$ cat config.mk
export PLATFORM = sky130hd
export DESIGN_NAME = flr_readout
export DESIGN_NICKNAME = d
export VERILOG_FILES = /design/src/flr_pkg.sv /design/src/flr_readout.sv
export VERILOG_INCLUDE_DIRS = /design/src
export SDC_FILE = /design/constraint.sdc
export NUM_CORES = 1
export LEC_CHECK = 0
export ABC_AREA = 1
export BUFFER_PORTS_ARGS = -buffer_cell sky130_fd_sc_hd__buf_2
export CAP_MARGIN = 15
export CORE_MARGIN = 4
export CORE_UTILIZATION = 38
export DETAILED_ROUTE_END_ITERATION = 10
export GPL_TIMING_DRIVEN = 0
export PLACE_DENSITY = 0.69
export SLEW_MARGIN = 20
export SYNTH_ARGS = -nofsm -noshare
export SYNTH_HDL_FRONTEND = slang
export SYNTH_SLANG_ARGS = --single-unit
$ cat constraint.sdc
create_clock -name clk_in -period 1.05 [get_ports clk_in]
set_clock_uncertainty 0.1 [all_clocks]
set_input_delay 0 -clock clk_in [delete_from_list [all_inputs] [get_ports clk_in]]
set_output_delay 0 -clock clk_in [all_outputs]
set_load 0.005 [all_outputs]
$ cat src/flr_map.svh
// Offsets and counts of the fault log readout image
`ifndef FLR_MAP_SVH
`define FLR_MAP_SVH
`define FLR_LOOP_BYTES 8'h2e
`define FLR_LOOP_TOP 6'h2d
`define FLR_LAST_LOOP_START 8'hde
`define FLR_INVALID_FIRST 8'he8
`define FLR_INVALID_LAST 8'hed
`define FLR_RSVD_FIRST 8'hee
`define FLR_RSVD_LAST 8'hfe
`define FLR_RSVD_VALUE 8'h00
`define FLR_IMAGE_BYTES 8'hff
`define FLR_TEMP_IDX 6'h19
`define FLR_VIN_IDX 6'h0c
`define FLR_CHAN_HI_TOP 6'h2d
`define FLR_CHAN_LO_TOP 6'h16
`endif

$ cat src/flr_pkg.sv
// Types for the fault log readout image streamer
`timescale 1ns/1ps
package flr_pkg;
   typedef struct packed {
      logic [7:0] mfr_ext;
      logic [7:0] mfr;
      logic [7:0] vout_status;
      logic [15:0] vout;
   } flr_chan_t;
   typedef struct packed {
      logic [7:0] temp_status;
      logic [15:0] temp;
      logic [7:0] vin_status;
      logic [15:0] vin;
   } flr_misc_t;
   typedef struct packed {
      logic valid;
      logic last;
      logic invalid;
      logic [7:0] offset;
      logic [7:0] data;
   } flr_byte_t;
   typedef enum logic [1:0] {FLR_IDLE, FLR_SEND} flr_state_t;
endpackage

$ cat src/flr_readout.sv
// Streams the tail of the fault log image, one byte per request, offsets 0x00 to 0xFE
// Function
// - Telemetry is laid out as 46-byte loops, index 45 down to 0, channels 7 to 0 with temp and vin records between.
// - Bytes 0xE8 to 0xED of the truncated last loop are flagged invalid.
// - Reserved bytes 0xEE to 0xFE read as 0x00.
// - One block read returns all 255 bytes, 0x00 to 0xFE, in increasing order.
`timescale 1ns/1ps
`default_nettype none
`include "flr_map.svh"
module flr_readout (
   // Clock and reset
   input wire logic clk_in,
   input wire logic rst_n_in,
   // Log content, held stable by the logger during a read
   input wire flr_pkg::flr_chan_t [7:0] chan_in,
   input wire flr_pkg::flr_misc_t misc_in,
   // Block read control, same clock domain
   input wire logic start_in,
   input wire logic next_in,
   // Byte stream
   output flr_pkg::flr_byte_t byte_out,
   output logic busy_out
);
   logic rst_meta;
   logic rst_sync_n;
   always_ff @(posedge clk_in or negedge rst_n_in) begin
      if (!rst_n_in) begin
         rst_meta <= 1'b0;
         rst_sync_n <= 1'b0;
      end else begin
         rst_meta <= 1'b1;
         rst_sync_n <= rst_meta;
      end
   end

   flr_pkg::flr_state_t state;
   flr_pkg::flr_state_t next_state;
   logic [7:0] offset;
   logic [7:0] next_offset;
   flr_pkg::flr_byte_t next_byte;
   logic next_busy;

   // Byte content for a loop index; channel groups of five bytes
   function automatic logic [7:0] flr_loop_byte(input logic [5:0] idx,
         input flr_pkg::flr_chan_t [7:0] ch, input flr_pkg::flr_misc_t m);
      logic [5:0] rel;
      logic [2:0] chn;
      logic [2:0] pos;
      flr_pkg::flr_chan_t c;
      rel = 6'h00;
      chn = 3'h0;
      pos = 3'h0;
      c = ch[0];
      if (idx == `FLR_TEMP_IDX) begin
         return m.temp_status;
      end
      if (idx == `FLR_TEMP_IDX - 6'h01) begin
         return m.temp[15:8];
      end
      if (idx == `FLR_TEMP_IDX - 6'h02) begin
         return m.temp[7:0];
      end
      if (idx == `FLR_VIN_IDX) begin
         return m.vin_status;
      end
      if (idx == `FLR_VIN_IDX - 6'h01) begin
         return m.vin[15:8];
      end
      if (idx == `FLR_VIN_IDX - 6'h02) begin
         return m.vin[7:0];
      end
      if (idx > `FLR_TEMP_IDX) begin
         rel = `FLR_CHAN_HI_TOP - idx;
         chn = 3'h7 - 3'(rel / 6'h05);
      end else if (idx > `FLR_VIN_IDX) begin
         rel = `FLR_CHAN_LO_TOP - idx;
         chn = 3'h3 - 3'(rel / 6'h05);
      end else begin
         rel = (`FLR_VIN_IDX - 6'h03) - idx;
         chn = 3'h1 - 3'(rel / 6'h05);
      end
      pos = 3'(rel % 6'h05);
      c = ch[chn];
      unique case (pos)
         3'h0: return c.mfr_ext;
         3'h1: return c.mfr;
         3'h2: return c.vout_status;
         3'h3: return c.vout[15:8];
         3'h4: return c.vout[7:0];
         default: return 8'h00;
      endcase
   endfunction

   // Image byte for an offset below the reserved area, loops repeat every 46 bytes
   function automatic logic [7:0] flr_image_byte(input logic [7:0] off,
         input flr_pkg::flr_chan_t [7:0] ch, input flr_pkg::flr_misc_t m);
      logic [7:0] into;
      into = 8'h00;
      if (off >= `FLR_RSVD_FIRST) begin
         return `FLR_RSVD_VALUE;
      end
      // Header area before the loops is outside this block and reads zero
      if (off < `FLR_LAST_LOOP_START - 8'd3 * `FLR_LOOP_BYTES) begin
         return 8'h00;
      end
      into = 8'((off - (`FLR_LAST_LOOP_START - 8'd3 * `FLR_LOOP_BYTES)) % `FLR_LOOP_BYTES);
      return flr_loop_byte(`FLR_LOOP_TOP - into[5:0], ch, m);
   endfunction

   always_comb begin
      next_state = state;
      next_offset = offset;
      next_busy = busy_out;
      next_byte = byte_out;
      next_byte.valid = 1'b0;
      unique case (state)
         flr_pkg::FLR_IDLE: begin
            if (start_in) begin
               next_state = flr_pkg::FLR_SEND;
               next_offset = 8'h00;
               next_busy = 1'b1;
            end
         end
         flr_pkg::FLR_SEND: begin
            // The read ends only after 0xFE; the reserved tail is always sent
            if (next_in) begin
               next_byte.valid = 1'b1;
               next_byte.offset = offset;
               next_byte.data = flr_image_byte(offset, chan_in, misc_in);
               next_byte.invalid = (offset >= `FLR_INVALID_FIRST) &&
                     (offset <= `FLR_INVALID_LAST);
               next_byte.last = (offset == `FLR_RSVD_LAST);
               if (offset == `FLR_IMAGE_BYTES - 8'h01) begin
                  next_state = flr_pkg::FLR_IDLE;
                  next_busy = 1'b0;
               end else begin
                  next_offset = offset + 8'h01;
               end
            end
         end
      endcase
   end

   always_ff @(posedge clk_in or negedge rst_sync_n) begin
      if (!rst_sync_n) begin
         state <= flr_pkg::FLR_IDLE;
         offset <= 8'h00;
         busy_out <= 1'b0;
         byte_out <= '0;
      end else begin
         state <= next_state;
         offset <= next_offset;
         busy_out <= next_busy;
         byte_out <= next_byte;
      end
   end
endmodule
`default_nettype wire

==> results of run 1 <==
## logic make-up (layout without fill, tap and decap cells)
kind of cell	count (synthesis)	count (layout)
compound gates	121	121
xor+xnor	9	9
fa+ha+maj	39	39
buf+inv	215	745
flops	30	30
other cells	1	14
simple gates	1213	1214
## through the flow
stage | setup WS [ns] | utilization [%] | hold slack, ns
after floorplan | -5.43 | - | -0.396
after global placement | -6.72 | 50.1 | -0.313
after detailed placement | -6.80 | 50.1 | -0.303
after CTS | -6.05 | 56.4 | -0.0212
after global routing | -6.71 | 59.6 | 0.0178
final | -6.24 | 59.7 | 0.00534
## layout make-up
type	count	area [um2]
tap	313	392
inverter	149	608
buffer	66	662
clock buffer	7	143
multi-input combinational	1384	7950
clock inverter	1	5.00
timing repair buffer	522	3090
antenna	13	32.5
sequential	30	758
fill	2216	9210
## worst paths after layout
path	from	endpoint	slack (ns)	depth (start not counted)
worst min-delay path	next_in	byte_out[18]$_DFF_PN0_	0.005	3
worst max register to register	offset[3]$_DFFE_PN0P_	byte_out[0]$_DFFE_PN0P_	-6.24	61
max in group asynchronous	rst_n_in	rst_sync_n$_DFF_PN0_	0.21	3
worst max-delay path	offset[3]$_DFFE_PN0P_	byte_out[0]$_DFFE_PN0P_	-6.24	61
worst min register to register	rst_sync_n$_DFF_PN0_	byte_out[5]$_DFFE_PN0P_	0.18	0
min in group asynchronous	rst_sync_n$_DFF_PN0_	byte_out[5]$_DFFE_PN0P_	0.18	0
## flip-flops by register name, summed over array words and instances, names as in the netlist
signal	flops
busy_out	1
rst_meta	1
rst_sync_n	1
byte_out	19
offset	8
## repair_timing
item / in CTS / in global routing
endpoints found under the setup margin: 27 / 27
gates resized for setup: 117 / 94
hold buffers: 18 / 0
gates cloned: 1 / 1
hold endpoints to repair: 17 / 0
setup buffers: 81 / 34
pin swaps: 70 / 64
## synth_stat cells (all sizes together) (6+ instances only)
library cell / n
nand2: 804
nand3: 291
inv: 147
nor2: 84
buf: 57
o21ai: 56
a21oi: 52
ha: 39
dfrtp: 30
nand4: 18
nor3: 6
xor2: 6
## worst max-delay path, delay by kind of cell, from the launching register on
family	cells	cell delay, ns
AND/OR/NAND/NOR	39	3.90
buffers and inverters	9	0.96
adder cells (fa/ha/maj)	5	0.82
AO/OA/AOI/OAI	6	0.65
flip-flops	1	0.41
XOR/XNOR	2	0.37
## metal layers
metal / part of all wire [%] / global-route usage (%) / up-vias
met5: 0.13 / 0 / -
met3: 6.8 / 4.67 / 107
met4: 3.4 / 11.2 / 8
met2: 52 / 55.9 / 559
met1: 38 / 33.5 / 5919
li1: - / - / 6283
==> run_results.csv, run 1 <==
group,metric,value,unit
layout,drive_above_1_share,43.0,%
yosys,synth_edf_count,0,
sta,setup_tns,-55.99,ns
clock_tree,htreeDepth,2,
clock_tree,cts-root-buf,"clkbuf_16",
drt,via_per_inst,5.18,
drt,drt_pass1_iterations,8,
yosys,synth_warnings,0,
clock_tree,cts_buffers,5,
drt,drc_errors,0,
outcome,status,"finished, violations left",
place,place.port_buffers,391,
floorplan,die_area,25900,um2
drt,vias,12900,
critical_path,crit_type,"reg -> reg",
sta,relSlewSlack,46.6,%
floorplan,dieWidth,161,um
yosys,syn_area,8880,um2
floorplan,rows,55,
floorplan,ios,392,
critical_path,crit_fanout,8,
critical_path,cp-start-kind,"flop",
clock_tree,path_clk_slew,0.05,ns
critical_path,worstPathArrival,7.41,ns
global_routing,antenna_found_initial,15,
floorplan,core,22800,um2
yosys,synth_area_leaders,"nand2_1 29%, nand3_1 15%, dfrtp_1 8.5%",
place,placed_cells_incl_taps,2332,
critical_path,cp.required,1.17,ns
floorplan,start_util,38.9,%
global_routing,grt_pass1_wl,62.6,mm
layout,nets,2569,
sta,fin_crit,7.29,ns
drt,drt_wl_total,42.7,mm
sta,tightest_slew,0.797,ns
yosys,synth_top_family_by_area,"simple AND/OR/NAND/NOR gates",
clock_tree,clock-sinks,30,
drt,drtAntennaViolNets,0,
place,place_hpwl,33.5,mm
yosys,synth_cell_types,55,
critical_path,slowest_stage,"dfrtp_1",
yosys,synth_top_flop_cell,"dfrtp_1",
layout,syn_to_final_growth,53.5,%
global_routing,grt_util_all_layers,29.7,%
yosys,synth_area_per_cell,5.45,um2
yosys,ys_ff_latch,30,
critical_path,crit_top_cell,"nand2_4",
clock_tree,cts_tree,"built",
sta,slew_viol_final,0,
layout,final_cells,2485,
critical_path,cp_slowest_stage_delay,0.41,ns
layout,final_cell_mix,"654 x nand2_1, 407 x buf_2, 231 x nand3_1",
sta,setup_ws,-6.24,ns
sta,hold_violations,0,
clock_tree,clock_path_buffers,2,
global_routing,grt_max_degree,29,
yosys,synthXorXnorAreaFrac,0.972,%
global_routing,grt_pass1_vias,12200,
outcome,failed_checks,"setup timing",
sta,rsz0062_at_grt,"true",
global_routing,gr-total-overflow,0,
floorplan,die_h,161,um
yosys,async_flop_share,100,%
layout,fin_area,13600,um2
sta,period_share,695,%
yosys,syn_nets,2039,
place,place_area,11400,um2
yosys,yosys.area.top_type_share,29.3,%
place,gp_congestion,0.970,
clock_tree,worstSkewPairLatency,0.28,ns
drt,drt_iter0_drc,1019,
yosys,netlist_instances,1628,
critical_path,cp-end-kind,"flop",
sta,max_freq,137,MHz
sta,setup_viol,22,
job,maxCapViolCount,0,
yosys,synthAdderAreaFrac,5.50,%
layout,mostFrequentLayoutCell,"nand2_1",
yosys,synth_compound_area_share,7.65,%
yosys,yosys-mux-area-fraction,0,%
drt,wire_per_inst,17.2,um
yosys,yosys.area_share.simple,64.1,%
yosys,yosysSeqAreaShare,8.45,%
yosys,yosysTopAreaCell,"nand2_1",
worst_hold_path,hp-class,"in -> reg",
Power of run 1 is left out: the tool's default activity adds up to more than one toggle a clock period on the data nets, which glitch-free logic cannot reach.
==> run 2, diff against run 1 <==
Settings changed: ABC_AREA 1 to 0, MAX_ROUTING_LAYER set to met4.
==> run_results.csv, run 2 <==
group,metric,value,unit
drt,drt_iter0_drc,1379,
clock_tree,worstSkewPairLatency,0.28,ns
critical_path,r2r_start,"offset[2]$_DFFE_PN0P_",
sta,rsz0062_at_grt,"true",
clock_tree,clock_path_buffers,2,
drt,routed.top_layer,"met4",
layout,fin_util,64.5,%
layout,reg_top3,"byte_out x19, offset x8",
sta,max_freq,108,MHz
critical_path,crit_type,"reg -> reg",
floorplan,ios,392,
sta,period_share,880,%
drt,wire_per_inst,25.2,um
global_routing,grt_util_all_layers,35.8,%
layout,nets,2140,
floorplan,rows,56,
floorplan,die_area,26600,um2
critical_path,setup.worst_path.start,"offset[2]$_DFFE_PN0P_",
critical_path,critPathCapture,"byte_out[0]$_DFFE_PN0P_",
clock_tree,path_clk_slew,0.05,ns
critical_path,reg2reg_slack,-8.19,ns
floorplan,core,23500,um2
sta,setup_ws,-8.19,ns
yosys,synth_commonest_cells,"257 x mux2i_1, 75 x nand2_1, 68 x nor2_1",
layout,final_cell_mix,"396 x buf_2, 215 x mux2i_1, 163 x buf_4",
yosys,yosys.area.top_type_share,28.2,%
global_routing,antenna_found_initial,3,
clock_tree,clock-sinks,30,
yosys,ys_ff_latch,30,
clock_tree,htreeDepth,2,
global_routing,gr-total-overflow,0,
worst_hold_path,hp-class,"in -> reg",
global_routing,grt_max_degree,29,
sta,hold_violations,1,
yosys,synth_edf_count,0,
place,place.port_buffers,391,
critical_path,worstPathArrival,9.27,ns
layout,syn_to_final_growth,66.4,%
critical_path,cp_slowest_stage_delay,0.39,ns
yosys,synth_warnings,0,
drt,drtAntennaViolNets,0,
layout,drive_above_1_share,53.0,%
yosys,synth_area_per_cell,7.85,um2
yosys,async_flop_share,100,%
drt,dr_wl_met3,6.08,mm
floorplan,start_util,38.8,%
critical_path,slowest_stage,"dfrtp_1",
yosys,synth_cell_types,105,
critical_path,cp_num_buf_inv,11,
layout,top_register,"byte_out",
drt,vias,12900,
layout,mostFrequentLayoutCell,"buf_2",
critical_path,critPathTopFamily,"compound AO/OA/AOI/OAI gates",
drt,via_per_inst,6.27,
floorplan,dieWidth,163,um
drt,drc_errors,0,
yosys,yosysSeqAreaShare,8.22,%
yosys,syn_area,9130,um2
critical_path,cp-start-kind,"flop",
yosys,yosysTopAreaCell,"mux2i_1",
job,maxCapViolCount,0,
sta,fin_hold_ws,-0.00508,ns
sta,tightest_slew,0.997,ns
sta,relSlewSlack,33.1,%
critical_path,r2r-end,"byte_out[0]$_DFFE_PN0P_",
drt,wl_met1,20.4,mm
sta,slew_viol_final,0,
floorplan,die_h,163,um
yosys,syn_nets,1574,
global_routing,grt_pass1_wl,71.4,mm
place,place_hpwl,39.1,mm
clock_tree,cts_tree,"built",
layout,largest_reg_flops,19,
drt,drt_pass1_iterations,6,
place,gp_congestion,1.01,
critical_path,cp-end-kind,"flop",
outcome,status,"finished, violations left",
global_routing,grt_pass1_vias,12100,
yosys,synth_area_leaders,"mux2i_1 28%, dfrtp_1 8.2%, ha_1 5.3%",
drt,drt_wl_total,51.8,mm
yosys,netlist_instances,1163,
clock_tree,cts_buffers,5,
outcome,failed_checks,"hold timing, setup timing",
yosys,synth_most_common_cell,"mux2i_1",
critical_path,rr_worst_depth,51,
place,preCtsSetupSlack,-10.23,ns
yosys,synth_top_flop_cell,"dfrtp_1",
critical_path,cp.required,1.08,ns
sta,setup_viol,28,
drt,wl_met2,23.0,mm
sta,fin_crit,9.24,ns
critical_path,cp.depth,51,
critical_path,crit_fanout,10,
clock_tree,cts-root-buf,"clkbuf_16",
[run 2: changes by cell type in the layout (fill, tap and decap cells not counted), sizes merged, moves of 15 or more]
cell,before,now
nand2,804,76
mux2i,0,257
nand3,292,46
inv,146,30
buf,560,616
nor3,6,30
a211oi,0,22
a31oi,1,20
mux2,0,17
o211ai,2,18
clkbuf,11,26
o22ai,2,17
xnor2,3,18
[run 2: worst register-to-register path, delay by kind of cell (launching register included)]
kind            cells  cell delay, ns
compound gates     17            3.21
fa+ha+maj           5            0.93
simple gates       12            1.85
flops               1            0.39
buf+inv            11            1.53
mux                 4            0.84
xor+xnor            2            0.26
[run 2: logic make-up after synthesis]
logic type | after synthesis | share of synthesized area [%]
muxes | 275 | 30.5
AOI/OAI and AO/OA | 362 | 29.0
DFF | 30 | 8.22
and+or+nand+nor | 321 | 18.3
other | 1 | 0.0411
buffers and inverters | 113 | 6.35
adders and majority gates | 39 | 5.35
xor gates and xnor gates | 22 | 2.28
[run 2: metrics by stage]
stage / cells / cell area [um2] / TNS [ns]
final: 2053 / 15200 / -75.49
after CTS: 1990 / 14000 / -72.18
after global placement: 1873 / 11900 / -101.92
after floorplan: 1163 / 9520 / -69.58
after global routing: 2052 / 15200 / -79.17
after detailed placement: 1873 / 11900 / -93.10
[run 2: worst min-delay path by stage]
stage | startpoint | to | slack (ns) | cells past startpoint
6_report | misc_in[22] | byte_out[6]$_DFFE_PN0P_ | -0.005 | 3
5_1_grt | next_in | byte_out[18]$_DFF_PN0_ | 0.02 | 3
4_1_cts | misc_in[22] | byte_out[6]$_DFFE_PN0P_ | -0.004 | 3
3_5_place_dp | rst_n_in | rst_meta$_DFF_PN0_ | -0.29 | 1
3_3_place_gp | rst_n_in | rst_meta$_DFF_PN0_ | -0.29 | 1
2_1_floorplan | rst_n_in | rst_meta$_DFF_PN0_ | -0.40 | 0
[run 2: area by class of cell]
class | count | area [um2]
flip-flops and latches | 30 | 759
well taps | 319 | 399
plain buffers | 69 | 764
repair buffers | 570 | 3510
clock inverters | 1 | 5.00
fillers | 1962 | 8360
diodes | 4 | 10.0
multi-input cells | 1020 | 9420
clock buffers | 7 | 143
inverters | 33 | 176
[run 2: what timing repair did]
action | in CTS | in global routing
gates resized for setup | 246 | 141
hold buffers | 4 | 0
pin swaps | 80 | 64
endpoints found under the hold margin | 5 | 0
cloned | 2 | 6
buffers inserted | 114 | 55
endpoints found under the setup margin | 27 | 27
[run 2: routing by layer]
metal | global-route usage (%) | up-vias
met3 | 8.15 | 146
met2 | 55.3 | 884
met1 | 46.4 | 6127
met4 | 11.6 | 0
met5 | - | -
li1 | - | 5708
Power of run 2 is left out for the same reason.
==> run 3, diff against run 2 <==
Settings changed: CELL_PAD_IN_SITES_DETAIL_PLACEMENT set to 1, CELL_PAD_IN_SITES_GLOBAL_PLACEMENT set to 1, CORE_UTILIZATION 38 to 32, PLACE_DENSITY 0.69 to not set, PLACE_DENSITY_LB_ADDON set to 0.1.
==> run_results.csv, run 3 (synthesis results as in run 2) <==
group,metric,value,unit
sta,fin_hold_ws,-0.00317,ns
clock_tree,path_clk_slew,0.05,ns
drt,drt_wl_total,56.8,mm
global_routing,antenna_found_initial,12,
clock_tree,worstSkewPairLatency,0.28,ns
outcome,failed_checks,"hold timing, setup timing",
floorplan,start_util,32.7,%
critical_path,cp-end-kind,"flop",
layout,mostFrequentLayoutCell,"buf_2",
layout,final_cells,2129,
critical_path,cp-start-kind,"flop",
drt,drtAntennaViolNets,0,
critical_path,cp.required,1.09,ns
place,placed_cells_incl_taps,1932,
job,maxCapViolCount,0,
layout,final_cell_mix,"395 x buf_2, 223 x mux2i_1, 157 x buf_4",
global_routing,grt_pass1_vias,12700,
global_routing,grt_max_degree,29,
layout,syn_to_final_growth,69.9,%
floorplan,dieWidth,177,um
layout,nets,2147,
outcome,status,"finished, violations left",
critical_path,cp_num_buf_inv,18,
critical_path,worstPathArrival,9.37,ns
clock_tree,cts-root-buf,"clkbuf_16",
sta,tightest_slew,0.976,ns
place,place_hpwl,42.4,mm
critical_path,crit_top_cell,"buf_4",
global_routing,gr-total-overflow,0,
layout,top_register,"byte_out",
sta,period_share,888,%
critical_path,cp_slowest_stage_delay,0.40,ns
drt,drc_errors,0,
layout,multiInputGateArea,9420,um2
clock_tree,clock-sinks,30,
sta,setup_viol,28,
layout,seq_area,759,um2
critical_path,critPathTopFamily,"compound AO/OA/AOI/OAI gates",
drt,vias,12700,
layout,reg_top3,"byte_out x19, offset x8",
clock_tree,cts_buffers,5,
layout,nFillCells,3403,
critical_path,crit_fanout,10,
floorplan,ios,392,
drt,via_per_inst,5.95,
drt,drt_pass1_iterations,5,
sta,rsz0062_at_grt,"true",
critical_path,slowest_stage,"dfrtp_1",
clock_tree,clock_path_buffers,2,
place,gp_congestion,0.938,
layout,drive_above_1_share,53.1,%
floorplan,core,27900,um2
sta,relSlewSlack,34.3,%
floorplan,die_h,177,um
sta,max_freq,107,MHz
sta,fin_crit,9.33,ns
global_routing,grt_pass1_wl,78.8,mm
layout,largest_reg_flops,19,
place,place.port_buffers,391,
clock_tree,htreeDepth,2,
floorplan,rows,61,
global_routing,grt_util_all_layers,33.5,%
sta,hold_violations,1,
sta,setup_ws,-8.28,ns
sta,slew_viol_final,0,
worst_hold_path,hp-class,"in -> reg",
drt,drt_iter0_drc,894,
critical_path,crit_type,"reg -> reg",
clock_tree,cts_tree,"built",
drt,wire_per_inst,26.7,um
sta,setup_tns,-76.81,ns
floorplan,die_area,31300,um2
-- run 3: metrics by stage --
step                area, um2  worst slack (ns)  utilization (%)  hold WS (ns)
detailed placement      12000            -10.10             42.8        -0.277
CTS                     14500             -8.02             52.1      -0.00977
floorplan                9520             -7.68                -        -0.396
global route            15500             -8.60             55.5        0.0302
global placement        12000             -9.99             42.8        -0.274
finish                  15500             -8.28             55.5      -0.00317
-- run 3: worst paths after layout --
check,startpoint,to,slack (ns),cells after the start
max,offset[2]$_DFFE_PN0P_,byte_out[6]$_DFFE_PN0P_,-8.28,52
min,misc_in[22],byte_out[6]$_DFFE_PN0P_,-0.003,3
max reg2reg,offset[2]$_DFFE_PN0P_,byte_out[6]$_DFFE_PN0P_,-8.28,52
min reg2reg,rst_sync_n$_DFF_PN0_,byte_out[3]$_DFFE_PN0P_,0.21,0
max in group asynchronous,rst_n_in,rst_sync_n$_DFF_PN0_,0.09,3
min in group asynchronous,rst_sync_n$_DFF_PN0_,byte_out[3]$_DFFE_PN0P_,0.21,0
-- run 3: metal layers --
| layer | up-vias | track usage (%) | wire length (um) |
|---|---|---|---|
| met5 | - | - | 0 |
| met4 | 0 | 7.16 | 1480 |
| met3 | 90 | 6.24 | 4190 |
| met2 | 595 | 54.9 | 27200 |
| met1 | 6271 | 43.2 | 23900 |
| li1 | 5715 | - | - |
-- run 3: area by class of cell --
| type | count | area share (%) |
|---|---|---|
| clock buffer | 5 | 0.807 |
| clock inverter | 3 | 0.258 |
| sequential | 30 | 4.90 |
| tap | 378 | 3.05 |
| timing repair buffer | 578 | 23.7 |
| buffer | 68 | 5.15 |
| multi-input combinational | 1020 | 60.8 |
| antenna | 14 | 0.226 |
| inverter | 33 | 1.16 |
-- run 3: what timing repair did --
| action | 4_1_cts | 5_1_grt |
|---|---|---|
| pin swaps | 89 | 70 |
| hold buffers | 3 | 0 |
| hold endpoints to repair | 5 | 0 |
| setup buffers | 115 | 63 |
| endpoints found under the setup margin | 27 | 28 |
| gates resized for setup | 296 | 112 |
| cloned | 5 | 3 |
-- run 3: tightest hold or removal path, stage by stage --
cell	delay, ns
buf_2	0.08
a2111oi_0	0.09
a31oi_1	0.16
Power of run 3 is left out for the same reason.
